File: config.mk
export PLATFORM = sky130hd
export DESIGN_NAME = ocpc_top
export DESIGN_NICKNAME = d
export VERILOG_FILES = /design/src/ocpc_interval_reg.v /design/src/ocpc_top.v
export VERILOG_INCLUDE_DIRS = /design/src /design/src/src
export SDC_FILE = /design/constraint.sdc
export NUM_CORES = 1
export LEC_CHECK = 0
export BUFFER_PORTS_ARGS = -buffer_cell sky130_fd_sc_hd__buf_2
export CAP_MARGIN = 0
export CORE_UTILIZATION = 60
export DETAILED_ROUTE_END_ITERATION = 7
export PLACE_DENSITY = 0.91
export SLEW_MARGIN = 20
export SYNTH_ARGS = -nofsm -noshare
export SYNTH_HDL_FRONTEND = slang
export SYNTH_SLANG_ARGS = --single-unit
File: constraint.sdc
create_clock -name ref_clk -period 3.8 [get_ports ref_clk]
set_clock_uncertainty 0.1 [all_clocks]
set_input_delay 0.38 -clock ref_clk [delete_from_list [all_inputs] [get_ports ref_clk]]
set_output_delay 0.38 -clock ref_clk [all_outputs]
set_load 0.005 [all_outputs]
File: src/ocpc_defs.vh
// Register offsets, field positions, reset values and timing constants
`ifndef OCPC_DEFS_VH
`define OCPC_DEFS_VH
`define OCPC_ADDR_W          4
`define OCPC_REG_RAW         4'h4
`define OCPC_REG_OSC         4'h7
`define OCPC_REG_CFG         4'h8
`define OCPC_REG_CTRL        4'hA
`define OCPC_REG_STAT        4'hB
// Register 7 fields
`define OCPC_OSC_LO          0
`define OCPC_DIV_LO          2
`define OCPC_R7_RST          24'h000000
// Register 8 fields
`define OCPC_GAIN_LO         0
`define OCPC_TEMP_LO         4
`define OCPC_MFAKE_LO        8
`define OCPC_ONESHOT_BIT     12
`define OCPC_WHEAT_BIT       13
`define OCPC_GCON_LO         16
`define OCPC_GCON_HI         19
`define OCPC_GEN_BIT         20
`define OCPC_SLEEP_BIT       21
`define OCPC_R8_RST          24'h000000
// Control register bits
`define OCPC_CTRL_START      0
`define OCPC_CTRL_STOP       1
// Settle delays, clock frequency and slow tick divider
`define OCPC_SETTLE_SHORT_US 640
`define OCPC_SETTLE_LONG_US  1280
`define OCPC_CLK_MHZ         20
`define OCPC_SLOW_DIV        610
`endif

File: src/ocpc_interval_reg.v
// Holding register for the raw interval value, read out of a flip-flop
`timescale 1ns/100ps
module ocpc_interval_reg #(
   parameter W = 24
) (
   input  wire         ref_clk,
   input  wire         rst_b,
   input  wire         wr_en,
   input  wire [W-1:0] wr_data,
   output reg  [W-1:0] rd_data
);
   always @(posedge ref_clk or negedge rst_b) begin
      if (!rst_b) begin
         rd_data <= {W{1'b0}};
      end else if (wr_en) begin
         rd_data <= wr_data;
      end
   end
endmodule // ocpc_interval_reg

File: src/ocpc_top.v
// Oscillator start control and switched-comparator power gating
`timescale 1ns/100ps
`include "ocpc_defs.vh"
//////////////////////////////////////////////////////////////////////////////
// Summary of operation
// - Raw discharge interval readable at register 4, in divided fast periods
// - Comparator disabled between single conversions and during recharge
// - Comparator disable timing follows the next sequencer state on every ref_clk cycle
// - Comparator gating settings sit in bits 16 to 21 of register 8
// - Gating enable turns feature on and repurposes both multi pins
// - Deep sleep: pin one high impedance, pin two driven high
// - Gating field: always on, off charging, off in idle, or both
// - Half bridge select toggles only in classic bridge mode
// - Oscillator control 0 stops oscillator, 1 runs it continuously
// - Value 2 starts oscillator on start, measures after 640 us
// - Value 3 as value 2 with 1280 us settling delay
// - Fast clock is interval predivider; divided fast clock alone times charge cycle
// - Fast clock divider codes 0..3 divide by 1, 2, 4, 8
// - Classic bridge mode enabled by its own bit in register 8
//////////////////////////////////////////////////////////////////////////////
module ocpc_top #(
   parameter CYC_W       = 12,
   parameter SHORT_TICKS = 21,
   parameter LONG_TICKS  = 42,
   parameter SLOW_DIV    = `OCPC_SLOW_DIV
) (
   input  wire        ref_clk,
   input  wire        rst_b,
   input  wire [3:0]  addr,
   input  wire [23:0] wr_data,
   input  wire        wr_stb,
   input  wire        rd_stb,
   output reg  [23:0] rd_data,
   input  wire        ext_trigger,
   input  wire        cmp_in,
   input  wire        slow_clk_run,
   output reg         fast_osc_run,
   output reg         fast_clk_tick,
   output reg         charge_active,
   output reg         multi_pin_one,
   output reg         multi_pin_one_oe,
   output reg         multi_pin_two,
   output reg         multi_pin_two_oe,
   output reg         half_bridge_select_out,
   output reg         meas_busy
);
   localparam S_IDLE   = 5'b00001;
   localparam S_SETTLE = 5'b00010;
   localparam S_DISCH  = 5'b00100;
   localparam S_CHARGE = 5'b01000;
   localparam S_DONE   = 5'b10000;

   reg [23:0]      osc_reg_q;
   reg [23:0]      cfg_reg_q;
   reg [4:0]       state_q;
   reg [4:0]       state_d;
   reg [15:0]      slow_cnt_q;
   reg             slow_tick_q;
   reg [7:0]       settle_q;
   reg [2:0]       div_cnt_q;
   reg [23:0]      interval_q;
   reg [CYC_W-1:0] charge_q;
   reg             timeout_q;
   reg             raw_wr_q;
   wire [23:0]     raw_interval_value;

   wire [1:0] fast_osc_control   = osc_reg_q[`OCPC_OSC_LO+1:`OCPC_OSC_LO];
   wire [1:0] fast_clock_divider = osc_reg_q[`OCPC_DIV_LO+1:`OCPC_DIV_LO];
   wire [3:0] gain_fix_rate      = cfg_reg_q[`OCPC_GAIN_LO+3:`OCPC_GAIN_LO];
   wire [3:0] cmp_gating_field   = cfg_reg_q[`OCPC_GCON_HI:`OCPC_GCON_LO];
   wire       cmp_gating_enable  = cfg_reg_q[`OCPC_GEN_BIT];
   wire       cmp_deep_sleep     = cfg_reg_q[`OCPC_SLEEP_BIT];
   wire       one_shot_conversion  = cfg_reg_q[`OCPC_ONESHOT_BIT];
   wire       classic_bridge_enable = cfg_reg_q[`OCPC_WHEAT_BIT];

   wire wr_ctrl = wr_stb && (addr == `OCPC_REG_CTRL);
   wire start_req = (wr_ctrl && wr_data[`OCPC_CTRL_START]) || ext_trigger;
   wire stop_req  = wr_ctrl && wr_data[`OCPC_CTRL_STOP];

   // Divider terminal count for codes 0..3 -> /1 /2 /4 /8
   function [2:0] div_last;
      input [1:0] code;
      begin
         case (code)
            2'h0:    div_last = 3'h0;
            2'h1:    div_last = 3'h1;
            2'h2:    div_last = 3'h3;
            default: div_last = 3'h7;
         endcase
      end
   endfunction

   function [7:0] settle_ticks;
      input [1:0] code;
      begin
         if (code == 2'h3) begin
            settle_ticks = LONG_TICKS[7:0];
         end else begin
            settle_ticks = SHORT_TICKS[7:0];
         end
      end
   endfunction

   //////////////////////////////////////////////////////////////////////////
   // Register writes
   always @(posedge ref_clk or negedge rst_b) begin
      if (!rst_b) begin
         osc_reg_q <= `OCPC_R7_RST;
         cfg_reg_q <= `OCPC_R8_RST;
      end else if (wr_stb) begin
         if (addr == `OCPC_REG_OSC) begin
            osc_reg_q <= wr_data;
         end
         if (addr == `OCPC_REG_CFG) begin
            cfg_reg_q <= wr_data;
         end
      end
   end

   // Read data stands the cycle after the strobe only
   always @(posedge ref_clk or negedge rst_b) begin
      if (!rst_b) begin
         rd_data <= 24'h000000;
      end else if (rd_stb) begin
         case (addr)
            `OCPC_REG_RAW:  rd_data <= raw_interval_value;
            `OCPC_REG_OSC:  rd_data <= osc_reg_q;
            `OCPC_REG_CFG:  rd_data <= cfg_reg_q;
            `OCPC_REG_STAT: rd_data <= {20'h00000, timeout_q, state_q[4:2] != 3'h0,
                                        fast_osc_run, slow_clk_run};
            default:        rd_data <= 24'h000000;
         endcase
      end else begin
         rd_data <= 24'h000000;
      end
   end

   //////////////////////////////////////////////////////////////////////////
   // Slow clock tick: about 32 kHz from ref_clk while slow clock runs
   always @(posedge ref_clk or negedge rst_b) begin
      if (!rst_b) begin
         slow_cnt_q  <= 16'h0000;
         slow_tick_q <= 1'b0;
      end else if (slow_cnt_q == SLOW_DIV[15:0] - 16'h0001) begin
         slow_cnt_q  <= 16'h0000;
         slow_tick_q <= slow_clk_run;
      end else begin
         slow_cnt_q  <= slow_cnt_q + 16'h0001;
         slow_tick_q <= 1'b0;
      end
   end

   // Fast clock divider, runs only while oscillator runs
   always @(posedge ref_clk or negedge rst_b) begin
      if (!rst_b) begin
         div_cnt_q     <= 3'h0;
         fast_clk_tick <= 1'b0;
      end else if (!fast_osc_run) begin
         div_cnt_q     <= 3'h0;
         fast_clk_tick <= 1'b0;
      end else if (div_cnt_q >= div_last(fast_clock_divider)) begin
         div_cnt_q     <= 3'h0;
         fast_clk_tick <= 1'b1;
      end else begin
         div_cnt_q     <= div_cnt_q + 3'h1;
         fast_clk_tick <= 1'b0;
      end
   end

   //////////////////////////////////////////////////////////////////////////
   // Measurement sequencer
   always @* begin
      state_d = state_q;
      case (state_q)
         S_IDLE: begin
            if (start_req && fast_osc_control != 2'h0) begin
               if (fast_osc_control == 2'h1) begin
                  state_d = S_DISCH;
               end else begin
                  state_d = S_SETTLE;
               end
            end
         end
         S_SETTLE: begin
            if (slow_tick_q && settle_q <= 8'h01) begin
               state_d = S_DISCH;
            end
         end
         S_DISCH: begin
            if (cmp_in || (&interval_q)) begin
               state_d = S_CHARGE;
            end
         end
         S_CHARGE: begin
            if (fast_clk_tick && (&charge_q)) begin
               state_d = S_DONE;
            end
         end
         S_DONE: begin
            if (one_shot_conversion || stop_req) begin
               state_d = S_IDLE;
            end else begin
               state_d = S_DISCH;
            end
         end
         default: state_d = S_IDLE;
      endcase
      if (stop_req) begin
         state_d = S_IDLE;
      end
   end

   always @(posedge ref_clk or negedge rst_b) begin
      if (!rst_b) begin
         state_q    <= S_IDLE;
         settle_q   <= 8'h00;
         interval_q <= 24'h000000;
         charge_q   <= {CYC_W{1'b0}};
         timeout_q  <= 1'b0;
         raw_wr_q   <= 1'b0;
      end else begin
         state_q  <= state_d;
         raw_wr_q <= 1'b0;
         if (state_q == S_IDLE) begin
            settle_q <= settle_ticks(fast_osc_control);
         end else if (state_q == S_SETTLE && slow_tick_q) begin
            settle_q <= settle_q - 8'h01;
         end
         if (state_q != S_DISCH) begin
            interval_q <= 24'h000000;
         end else if (fast_clk_tick) begin
            interval_q <= interval_q + 24'h000001;
         end
         if (state_q == S_DISCH && state_d == S_CHARGE) begin
            raw_wr_q  <= 1'b1;
            timeout_q <= &interval_q;
         end
         if (state_q != S_CHARGE) begin
            charge_q <= {CYC_W{1'b0}};
         end else if (fast_clk_tick) begin
            charge_q <= charge_q + {{(CYC_W-1){1'b0}}, 1'b1};
         end
      end
   end

   ocpc_interval_reg #(
      .W (24)
   ) u_raw (
      .ref_clk (ref_clk),
      .rst_b   (rst_b),
      .wr_en   (raw_wr_q),
      .wr_data (interval_q),
      .rd_data (raw_interval_value)
   );

   //////////////////////////////////////////////////////////////////////////
   // Outputs and comparator gating
   reg cmp_on_d;
   always @* begin
      cmp_on_d = 1'b1;
      case (cmp_gating_field[1:0])
         2'h0: cmp_on_d = 1'b1;
         2'h1: cmp_on_d = (state_d != S_CHARGE);
         2'h2: cmp_on_d = (state_d != S_IDLE);
         default: cmp_on_d = (state_d != S_IDLE) && (state_d != S_CHARGE);
      endcase
      // Discharge always forces the comparator on, whatever the gating field
      if (state_d == S_DISCH) begin
         cmp_on_d = 1'b1;
      end
   end

   always @(posedge ref_clk or negedge rst_b) begin
      if (!rst_b) begin
         fast_osc_run           <= 1'b0;
         charge_active          <= 1'b0;
         meas_busy              <= 1'b0;
         multi_pin_one          <= 1'b0;
         multi_pin_one_oe       <= 1'b0;
         multi_pin_two          <= 1'b0;
         multi_pin_two_oe       <= 1'b0;
         half_bridge_select_out <= 1'b0;
      end else begin
         fast_osc_run  <= (fast_osc_control == 2'h1) ||
                          (fast_osc_control[1] && state_d != S_IDLE);
         charge_active <= (state_d == S_CHARGE);
         meas_busy     <= (state_d != S_IDLE);
         if (!cmp_gating_enable) begin
            multi_pin_one_oe <= 1'b0;
            multi_pin_two_oe <= 1'b0;
            multi_pin_one    <= 1'b0;
            multi_pin_two    <= 1'b0;
         end else if (cmp_deep_sleep) begin
            multi_pin_one_oe <= 1'b0;
            multi_pin_one    <= 1'b0;
            multi_pin_two_oe <= 1'b1;
            multi_pin_two    <= 1'b1;
         end else begin
            // Both pins carry the disable level, high means comparator off
            multi_pin_one_oe <= 1'b1;
            multi_pin_two_oe <= 1'b1;
            multi_pin_one    <= ~cmp_on_d;
            multi_pin_two    <= ~cmp_on_d;
         end
         if (!classic_bridge_enable) begin
            half_bridge_select_out <= 1'b0;
         end else if (state_q == S_DONE) begin
            half_bridge_select_out <= ~half_bridge_select_out;
         end
      end
   end
   // Host-side duties are not checked here
   wire unused_ok = |gain_fix_rate;
endmodule // ocpc_top

### After elaboration in Yosys (flattened, before gate mapping)

Index checks and enable logic that the tools add are counted.

| storage, ports and cells | value |
|---|---|
| register bits | 176 |
| input bits | 35 |
| output and inout bits | 33 |

| cells by class | value |
|---|---|
| add/subtract/negate cells | 5 |
| magnitude comparators | 2 |
| eq/ne operators | 24 |
| mux-type cells | 37 |
| bitwise logic cells | 2 |
| reductions and logical operators | 25 |

Operators with widths:

| operator | number |
|---|---|
| 24-bit case mux with 4 select lines | 1 |
| 24-bit two-way mux | 3 |
| 5-bit two-way mux | 5 |
| 5-bit case mux with 5 select lines | 1 |
| 24-bit by 1-bit adder with 24-bit output, second input constant | 1 |
| 12-bit two-way mux | 2 |
| 24-bit AND reduction | 1 |
| 16-bit by 1-bit adder with 16-bit output, second input constant | 1 |
| 16-bit by 10-bit == test with 1-bit output, second input constant | 1 |
| 16-bit two-way mux | 1 |
| 8-bit two-way mux | 2 |
| 3-bit two-way mux | 5 |
| 1-bit two-way mux | 14 |
| 12-bit by 1-bit adder with 12-bit output, second input constant | 1 |
| 4-bit == test, second input constant | 3 |
| 12-bit AND reduction | 1 |
| 5-bit by 3-bit == test with 1-bit output, second input constant | 2 |
| 5-bit by 4-bit == test with 1-bit output, second input constant | 2 |
| 1-bit logical AND | 10 |
| 5-bit by 4-bit != test with 1-bit output, second input constant | 2 |
| 3-bit case mux with 3 select lines | 1 |
| 4-bit by 3-bit == test with 1-bit output, second input constant | 2 |
| 8-bit by 1-bit <= comparator with 1-bit output, second input constant | 1 |
| 2-bit nonzero test | 4 |
| 18 further kinds | 28 |

### Depth between registers and ports, before layout

Gate-level depths: netlist of the first run.

| logic depth | value |
|---|---|
| depth in word-level cells | 15 |
| gate-level depth with buffers | 7 |

### Cells and area by module

A second synthesis of the first run with hierarchy kept.

| unflattened totals | value |
|---|---|
| cells, all modules | 634 |
| area, all modules | 7733.7 sq um |

Modules (own cells, without submodules):

| module | times used | cells each | area each (sq um) | sequential area each (sq um) |
|---|---|---|---|---|
| ocpc_top | 1 | 583 | 6736.5 | 3804.9 |
| ocpc_interval_reg | 1 | 51 | 997.2 | 600.6 |

### Worst setup path after synthesis of the first run

No wires, ideal clock.

| path | value |
|---|---|
| kind | register to register |
| from | register state_q[3] |
| to | register multi_pin_two |
| setup time | 0.082 ns |
| arrival time | 1.802 ns |
| path slack | 1.816 ns |
| stages on the path, launching flop included | 6 |
| buffers on the path | 0 |
| period minus slack after synthesis | 1.984 ns |
| cells stage by stage | dfrtp_1 > nor3_4 > nand2_2 > or4_4 > a211o_1 > a31oi_1 |

| on the way | value |
|---|---|
| cells in the longest elaborated chain, start to end | 10 |
| elaborated cells between the ends (all ways) | 20 |

RTL lines:

| item | RTL line | source |
|---|---|---|
| start, declared | ocpc_top.v:55 | `reg [4:0] state_q;` |
| start signal, assigned | ocpc_top.v:222 | `state_q <= state_d;` |
| 5-bit == test (tied with other cells) | ocpc_top.v:174 | `case (state_q)` |
| 5-bit case mux with 5 select lines * | ocpc_top.v:174 |  |
| 5-bit two-way mux * | ocpc_top.v:208 | `if (stop_req) begin` |
| 5-bit by 1-bit != test with 1-bit output or 5-bit by 4-bit != test with 1-bit output (tied branches) | ocpc_top.v:264, ocpc_top.v:265, ocpc_top.v:263 |  |
| 1-bit logical AND | ocpc_top.v:265 | `default: cmp_on_d = (state_d != S_IDLE) && (state_d != S_CHARGE);` |
| 1-bit case mux with 3 select lines | ocpc_top.v:261 | `case (cmp_gating_field[1:0])` |
| 1-bit two-way mux * | ocpc_top.v:268 | `if (state_d == S_DISCH) begin` |
| 1-bit NOT * | ocpc_top.v:303 | `multi_pin_two <= ~cmp_on_d;` |
| 1-bit two-way mux * | ocpc_top.v:293 | `end else if (cmp_deep_sleep) begin` |
| 1-bit two-way mux * | ocpc_top.v:288 | `if (!cmp_gating_enable) begin` |
| end signal, assigned | ocpc_top.v:303 |  |
| end, declared | ocpc_top.v:42 | `output reg multi_pin_two,` |

Mark *: on every way between the ends. The rest lies on a longest branch, timed or not.
A chain may end at the register's enable or synchronous reset.

### Worst setup path after layout of the first run

| path | value |
|---|---|
| from | register state_q[3] |
| to | register multi_pin_one |

| on the way | value |
|---|---|
| cells in the longest elaborated chain, start to end | 10 |
| elaborated cells between the ends (all ways) | 20 |

RTL lines:

| item | RTL line | source |
|---|---|---|
| 5-bit == test (tied with other cells) | ocpc_top.v:174 |  |
| 5-bit case mux with 5 select lines * | ocpc_top.v:174 |  |
| 5-bit two-way mux * | ocpc_top.v:208 |  |
| 5-bit by 1-bit != test with 1-bit output or 5-bit by 4-bit != test with 1-bit output (tied branches) | ocpc_top.v:264, ocpc_top.v:265, ocpc_top.v:263 |  |
| 1-bit logical AND | ocpc_top.v:265 |  |
| 1-bit case mux with 3 select lines | ocpc_top.v:261 |  |
| 1-bit two-way mux * | ocpc_top.v:268 |  |
| 1-bit NOT * | ocpc_top.v:302 | `multi_pin_one <= ~cmp_on_d;` |
| 1-bit two-way mux * | ocpc_top.v:293 |  |
| 1-bit two-way mux * | ocpc_top.v:288 |  |
| end signal, assigned | ocpc_top.v:302 |  |
| end, declared | ocpc_top.v:40 | `output reg multi_pin_one,` |

Marked as above.

==> out/qor.csv, run 1 <==
stage,metric,value,unit
route,met2 WL post-DR,8770,um
placement,Port-buffer cells,67,
cts,"CTS clk-pin slew, worst paths",0.06,ns
power_and_ir_drop,pwr/cell area,528,nW/um2
logic_synthesis,synthesized area per cell,11.7,um2
layout,share of cells above drive strength 1,25.5,%
logic_synthesis,synth warn,0,
route,total iterations of the first detailed-routing run,6,
power_and_ir_drop,switching share of power,25.9,%
placement,HPWL after DPL,11000,um
critical_path,startpoint type of the worst setup path,register,
critical_path,CP Capture Type,register,
critical_path,CP bufs+invs,0,
cts,hold_buf cts,0,
placement,RD Place Congestion,0.869,
layout,Area Growth Syn to Fin,14.7,%
sta,Rel. slew slack,25.8,%
route,Vias per Instance,6.29,
floorplan,full die area,13300,um2
power_and_ir_drop,Flop pwr share,48.3,%
power_and_ir_drop,Switch Pwr,1.21,mW
global_route,vias in the first global route,5695,
logic_synthesis,number of distinct library cells after synthesis,59,
logic_synthesis,sequential fraction of the synthesis area,57.4,%
run_status,failing checks,hold timing,
sta,count of pins over their slew limit,0,
power_and_ir_drop,Final Power,4.65,mW
cts,CTS Buf Count,17,
cts,"Clk Latency, worst-skew pair",0.43,ns
global_route,global route overflow,0,
global_route,all-layer global routing usage,28.2,%
sta,"Hold Violations, Final",9,
cts,postcts setup bufs,0,
route,Top Layer Used,met4,
sta,unrepaired setup endpoints after global routing,no,
sta,fmax,0.404,GHz
power_and_ir_drop,clock power share,38.8,%
logic_synthesis,"EDFF count, synth",0,
job,Max-Cap Viols,0,
layout,"commonest non-fill, non-tap cells in the layout","dfrtp_1, nor2_1, mux2_2",
critical_path,Reg2Reg Setup Slack,1.33,ns
sta,worst setup margin,1.33,ns
floorplan,Die Span Y,115,um
cts,clock root cell,clkbuf_16,
logic_synthesis,synthesized area,7680,um2
sta,Fin Setup TNS,0,ns
sta,Final setup violation count,0,
power_and_ir_drop,Leak,3.98,nW
sta,worst slew pin tran,1.11,ns
global_route,largest net degree at the start of global routing,110,
cts,clk buf depth,2,
layout,Final #Nets,766,
floorplan,io pins,68,
global_route,first-pass GRT wire length,28100,um
floorplan,chip width,115,um
route,final WL,17700,um
run_status,status,"finished, violations left",
critical_path,crit path cell chain,nor3_4 > nand2_2 > or4_4 > a211o_1 > a21boi_1,
layout,"leading cell type in the layout, fill and taps excluded",dfrtp_1,
power_and_ir_drop,VDD IR max,0.319,mV
critical_path,CP max-delay cell,or4_4,
critical_path,critical path arrival,2.72,ns
logic_synthesis,Synth Register Bits,176,
placement,pre-CTS setup slack,0.919,ns
route,via count,5664,
sta,final cycle utilization of the critical path,65.1,%
floorplan,Initial Utilization,62.6,%
hold_path,Hold WC Path Type,in2async,
route,M1 wire length,7130,um
logic_synthesis,Syn Nets,702,
logic_synthesis,Main synth FF type,dfrtp_1,
route,Avg WL per Cell,19.6,um
critical_path,CP required,4.04,ns
cts,clock sinks,176,
route,DRC violation count after routing,0,
cts,H-tree levels,4,
floorplan,Core ar.,12300,um2
power_and_ir_drop,Int Pwr,3.44,mW
logic_synthesis,Async SR Flop Fraction,100,%
route,DR WL met3,1180,um
critical_path,worst-path fanout max,26,
layout,Diodes inserted,0,
route,Routed Antenna Nets,0,
critical_path,CP max stage delay,0.66,ns
critical_path,CP top delay family,simple AND/OR/NAND/NOR gates,
floorplan,Rows,40,
route,Iter 0 DRT Violations,710,
sta,minimum clock period,2.47,ns
cts,Post-CTS Resized,0,
logic_synthesis,Synth Instances,657,
global_route,initial antenna violation count,0,
sta,hold_ws,-0.0137,ns
cts,CTS tree,built,
power_and_ir_drop,share of power burned in combinational logic,13.0,%
critical_path,Setup CP Type,reg2reg,
==> cell usage after synthesis (all sizes together), types with 2 or more instances <==
cell	instances	area, um2
nor3	14	81.3
a22oi	4	30.0
a21o	2	15.0
o21ai	14	70.1
nor2	87	329
and2	8	50.1
nor4b	2	17.5
a222oi	20	200
dfrtp	175	4380
nor2b	5	31.3
xor2	16	140
ha	10	125
nand2	30	115
a221oi	4	35.0
nor4	5	31.3
clkbuf	22	82.6
nor3b	3	22.5
or3	9	56.3
nand4	10	62.6
xnor2	29	254
nand3	17	85.1
and3	13	81.3
buf	6	27.5
a211o	2	17.5
a211oi	4	30.0
and4	7	61.3
mux2i	2	20.0
or2	3	18.8
a31oi	3	18.8
o311ai	3	26.3
mux2	73	822
nand2b	3	18.8
a21oi	15	75.1
inv	18	67.6
==> worst paths after layout <==
path | startpoint | cells after the start | endpoint
hold reg to reg | slow_cnt_q[15] | 1 | slow_cnt_q[15]
max in group asynchronous | rst_b | 2 | interval_q[17]
setup / recovery | state_q[3] | 5 | multi_pin_one
setup reg to reg | state_q[3] | 5 | multi_pin_one
hold / removal | rst_b | 1 | div_cnt_q[2]
min in group ref_clk | wr_data[17] | 2 | cfg_reg_q[17]
==> sequential cells by signal, summed over array words and instances, names as in the netlist, 8 cells and up <==
register       count
cfg_reg_q         24
charge_q          12
interval_q        24
osc_reg_q         24
rd_data           24
settle_q           8
slow_cnt_q        16
u_raw.rd_data     24
==> power groups by stage <==
stage	registers (mW)	logic, mW	clock network [mW]
global route	2.26	0.662	1.88
global placement	2.25	0.550	0
finish	2.24	0.602	1.80
detailed placement	2.26	0.586	0
floorplan	2.19	0.424	0
CTS	2.24	0.599	1.81
==> cells by family after synthesis <==
kind of cell	count (synthesis)	share of synthesized area, %
and+or+nand+nor	221	14.4
buffers and inverters	46	2.31
muxes	75	11.0
AOI/OAI and AO/OA	84	8.18
xor gates and xnor gates	45	5.13
adders and majority gates	10	1.63
DFF	176	57.4
==> stage by stage <==
stage                     hold slack (ns)  cell area [um2]  util, %  std cells
after floorplan                   -0.0156             7680        -        657
after global placement              0.320             8190     66.8        870
after detailed placement            0.324             8190     66.8        870
after CTS                          0.0309             8790     71.7        900
after global routing               0.0719             8810     71.8        900
final                             -0.0137             8810     71.8        900
==> metal layers <==
layer  global-route usage, %  vias up
met1                    36.0     2846
met3                    4.96       54
met2                    46.7      296
li1                        -     2468
met4                    14.6        0
met5                       0        -
==> layout make-up <==
class	instances	area, um2
sequential	176	4410
clock inverter	11	164
inverter	18	67.6
clock buffer	19	443
tap	168	210
timing repair buffer	73	399
multi-input combinational	435	3120
fill	747	3460
No activity file was read; power rests on OpenSTA's default activity.
==> run 2, diff against run 1 <==
CORE_UTILIZATION = 54   (was 60)
PLACE_DENSITY = 0.87   (was 0.91)
clock period = 2.16 ns   (was 3.8 ns; I/O delays follow)
==> run 2 against run 1 <==
  * The run ends with DRC left
  * Power up 81%
  * Sequential power up 75%
  * Clock-buffer cell count down 1
  * Wire length up 9.8%
  * Non-clock buffer count up 43
  * Die area up 11%
  * Critical endpoint is now interval_q[23]
==> out/qor.csv, run 2 (synthesized netlist as in run 1, its figures left out) <==
stage,metric,value,unit,change
layout,"commonest non-fill, non-tap cells in the layout","dfrtp_1, nor2_1, mux2_2",,unchanged
critical_path,CP max-delay cell,or3_4,,was or4_4
cts,H-tree levels,4,,unchanged
power_and_ir_drop,pwr/cell area,908,nW/um2,was 528 nW/um2
placement,HPWL after DPL,11300,um,was 11000 um
power_and_ir_drop,clock power share,38.7,%,was 38.8%
job,Max-Cap Viols,0,,unchanged
route,Avg WL per Cell,20.3,um,was 19.6 um
power_and_ir_drop,Final Power,8.41,mW,was 4.65 mW
route,total iterations of the first detailed-routing run,8,,was 6
global_route,all-layer global routing usage,27.6,%,was 28.2%
sta,fmax,0.476,GHz,was 0.404 GHz
global_route,vias in the first global route,6046,,was 5695
cts,CTS tree,built,,unchanged
global_route,first-pass GRT wire length,30900,um,was 28100 um
route,Iter 0 DRT Violations,746,,was 710
layout,Final #Nets,809,,was 766
floorplan,Initial Utilization,55.3,%,was 62.6%
critical_path,worst-path fanout max,12,,was 26
critical_path,crit path cell chain,buf_4 > or3_4 > o311ai_1 > buf_4 > nor3_1 > xnor2_1 > nor2_1,,was nor3_4 > nand2_2 > or4_4 > a211o_1 > a21boi_1
sta,count of pins over their slew limit,0,,unchanged
floorplan,Core ar.,13900,um2,was 12300 um2
critical_path,Setup CP Type,reg2reg,,unchanged
floorplan,io pins,68,,unchanged
power_and_ir_drop,Switch Pwr,2.42,mW,was 1.21 mW
global_route,global route overflow,0,,unchanged
power_and_ir_drop,Flop pwr share,46.6,%,was 48.3%
critical_path,critical path arrival,2.31,ns,was 2.72 ns
cts,"CTS clk-pin slew, worst paths",0.07,ns,was 0.06 ns
critical_path,R2R Path Start,state_q[3],,unchanged
hold_path,Hold WC Path Type,in2async,,unchanged
floorplan,Die Span Y,121,um,was 115 um
cts,clock sinks,176,,unchanged
route,DRC violation count after routing,2,,was 0
critical_path,CP max stage delay,0.43,ns,was 0.66 ns
power_and_ir_drop,share of power burned in combinational logic,14.7,%,was 13.0%
cts,clk buf depth,2,,unchanged
global_route,largest net degree at the start of global routing,63,,was 110
floorplan,Rows,43,,was 40
layout,Area Growth Syn to Fin,20.6,%,was 14.7%
floorplan,chip width,121,um,was 115 um
critical_path,CP required,2.37,ns,was 4.04 ns
sta,"Hold Violations, Final",0,,was 9
power_and_ir_drop,switching share of power,28.8,%,was 25.9%
layout,share of cells above drive strength 1,27.0,%,was 25.5%
power_and_ir_drop,Int Pwr,5.99,mW,was 3.44 mW
route,final WL,19400,um,was 17700 um
placement,Port-buffer cells,67,,unchanged
placement,pre-CTS setup slack,0.131,ns,was 0.919 ns
cts,CTS Buf Count,17,,unchanged
sta,minimum clock period,2.10,ns,was 2.47 ns
critical_path,Worst Reg-to-Reg Cells,7,,was 5
critical_path,reg2reg end,interval_q[23],,was multi_pin_one
run_status,failing checks,DRC,,was hold timing
power_and_ir_drop,Leak,4.18,nW,was 3.98 nW
route,via count,6037,,was 5664
power_and_ir_drop,VDD IR max,0.631,mV,was 0.319 mV
critical_path,CP Capture Type,register,,unchanged
critical_path,most frequent CP cell,buf_4,,
layout,Diodes inserted,0,,unchanged
cts,clock root cell,clkbuf_16,,unchanged
sta,Final setup violation count,0,,unchanged
layout,FILL cells,882,,was 747
critical_path,Reg2Reg Setup Slack,0.06,ns,was 1.33 ns
sta,final cycle utilization of the critical path,97.2,%,was 65.1%
sta,worst setup margin,0.0595,ns,was 1.33 ns
cts,"Clk Latency, worst-skew pair",0.44,ns,was 0.43 ns
sta,worst slew pin tran,1.04,ns,was 1.11 ns
critical_path,startpoint type of the worst setup path,register,,unchanged
layout,"leading cell type in the layout, fill and taps excluded",dfrtp_1,,unchanged
run_status,status,"finished, violations left",,unchanged
global_route,initial antenna violation count,1,,was 0
floorplan,full die area,14700,um2,was 13300 um2
sta,Rel. slew slack,30.6,%,was 25.8%
route,Routed Antenna Nets,0,,unchanged
placement,RD Place Congestion,0.957,,was 0.869
route,Vias per Instance,6.31,,was 6.29
-- run 2: cell types whose count changed in the layout (fill, tap and decap cells not counted), moves of 2 or more --
cell and delta:
inv_8 +4, and4_1 -2, inv_6 +4, buf_4 +15, clkinv_8 +2, bufinv_16 -2
and4_2 +2, clkinv_2 -4, dlygate4sd3_1 +26
-- run 2: layer usage --
layer	vias to the layer above	wire [um]	track usage, %
li1	2573	-	-
met1	3027	7290	34.3
met2	368	9800	45.6
met3	69	1690	6.77
met4	0	633	12.9
met5	-	0	0
-- run 2: cell type report --
cell class / instances / area [um2] / share of cell area [%]
clock buffer: 18 / 439 / 4.74
timing repair buffer: 116 / 797 / 8.60
inverter: 18 / 67.6 / 0.729
multi-input combinational: 435 / 3140 / 33.9
sequential: 176 / 4410 / 47.6
clock inverter: 14 / 189 / 2.04
tap: 180 / 225 / 2.43
-- run 2: power groups by stage --
stage / logic (mW) / registers [mW] / clock network (mW)
finish: 1.23 / 3.92 / 3.26
global route: 1.35 / 3.94 / 3.42
CTS: 1.18 / 3.89 / 3.26
detailed placement: 1.12 / 3.94 / 0
global placement: 1.04 / 3.91 / 0
floorplan: 0.746 / 3.86 / 0
-- run 2: stage by stage --
| stage | area (um2) | std cells | hold slack [ns] | util [%] | TNS [ns] |
|---|---|---|---|---|---|
| 2_1_floorplan | 7680 | 657 | -0.180 | - | 0 |
| 3_3_place_gp | 8320 | 896 | 0.00573 | 59.9 | 0 |
| 3_5_place_dp | 8320 | 896 | 0.0121 | 59.9 | 0 |
| 4_1_cts | 9210 | 954 | 0.122 | 66.3 | 0 |
| 5_1_grt | 9260 | 957 | 0.134 | 66.7 | -0.0243 |
| 6_report | 9260 | 957 | 0.118 | 66.7 | 0 |
-- run 2: worst max path at each step --
stage	startpoint	endpoint	slack, ns	depth (start not counted)
final	state_q[3]	interval_q[23]	0.06	7
after global placement	interval_q[7]	multi_pin_two	0.18	5
after global routing	state_q[0]	fast_osc_run	-0.02	5
after floorplan	state_q[3]	multi_pin_two	0.18	5
after CTS	interval_q[6]	multi_pin_two	0.09	5
after detailed placement	state_q[1]	fast_osc_run	0.13	5
-- run 2: worst max-delay path, delay by kind of cell (launching register included) --
family,cells,cell delay (ns)
AOI/OAI and AO/OA,1,0.29
xor gates and xnor gates,1,0.16
and+or+nand+nor,3,0.59
buffers and inverters,2,0.44
DFF,1,0.41
-- run 2: timing repair --
| action | 4_1_cts | 5_1_grt |
|---|---|---|
| buffers inserted | 0 | 2 |
| resized for setup | 0 | 7 |
| setup endpoints to repair | 0 | 7 |
| hold endpoints to repair | 225 | 0 |
| hold buffers | 26 | 0 |
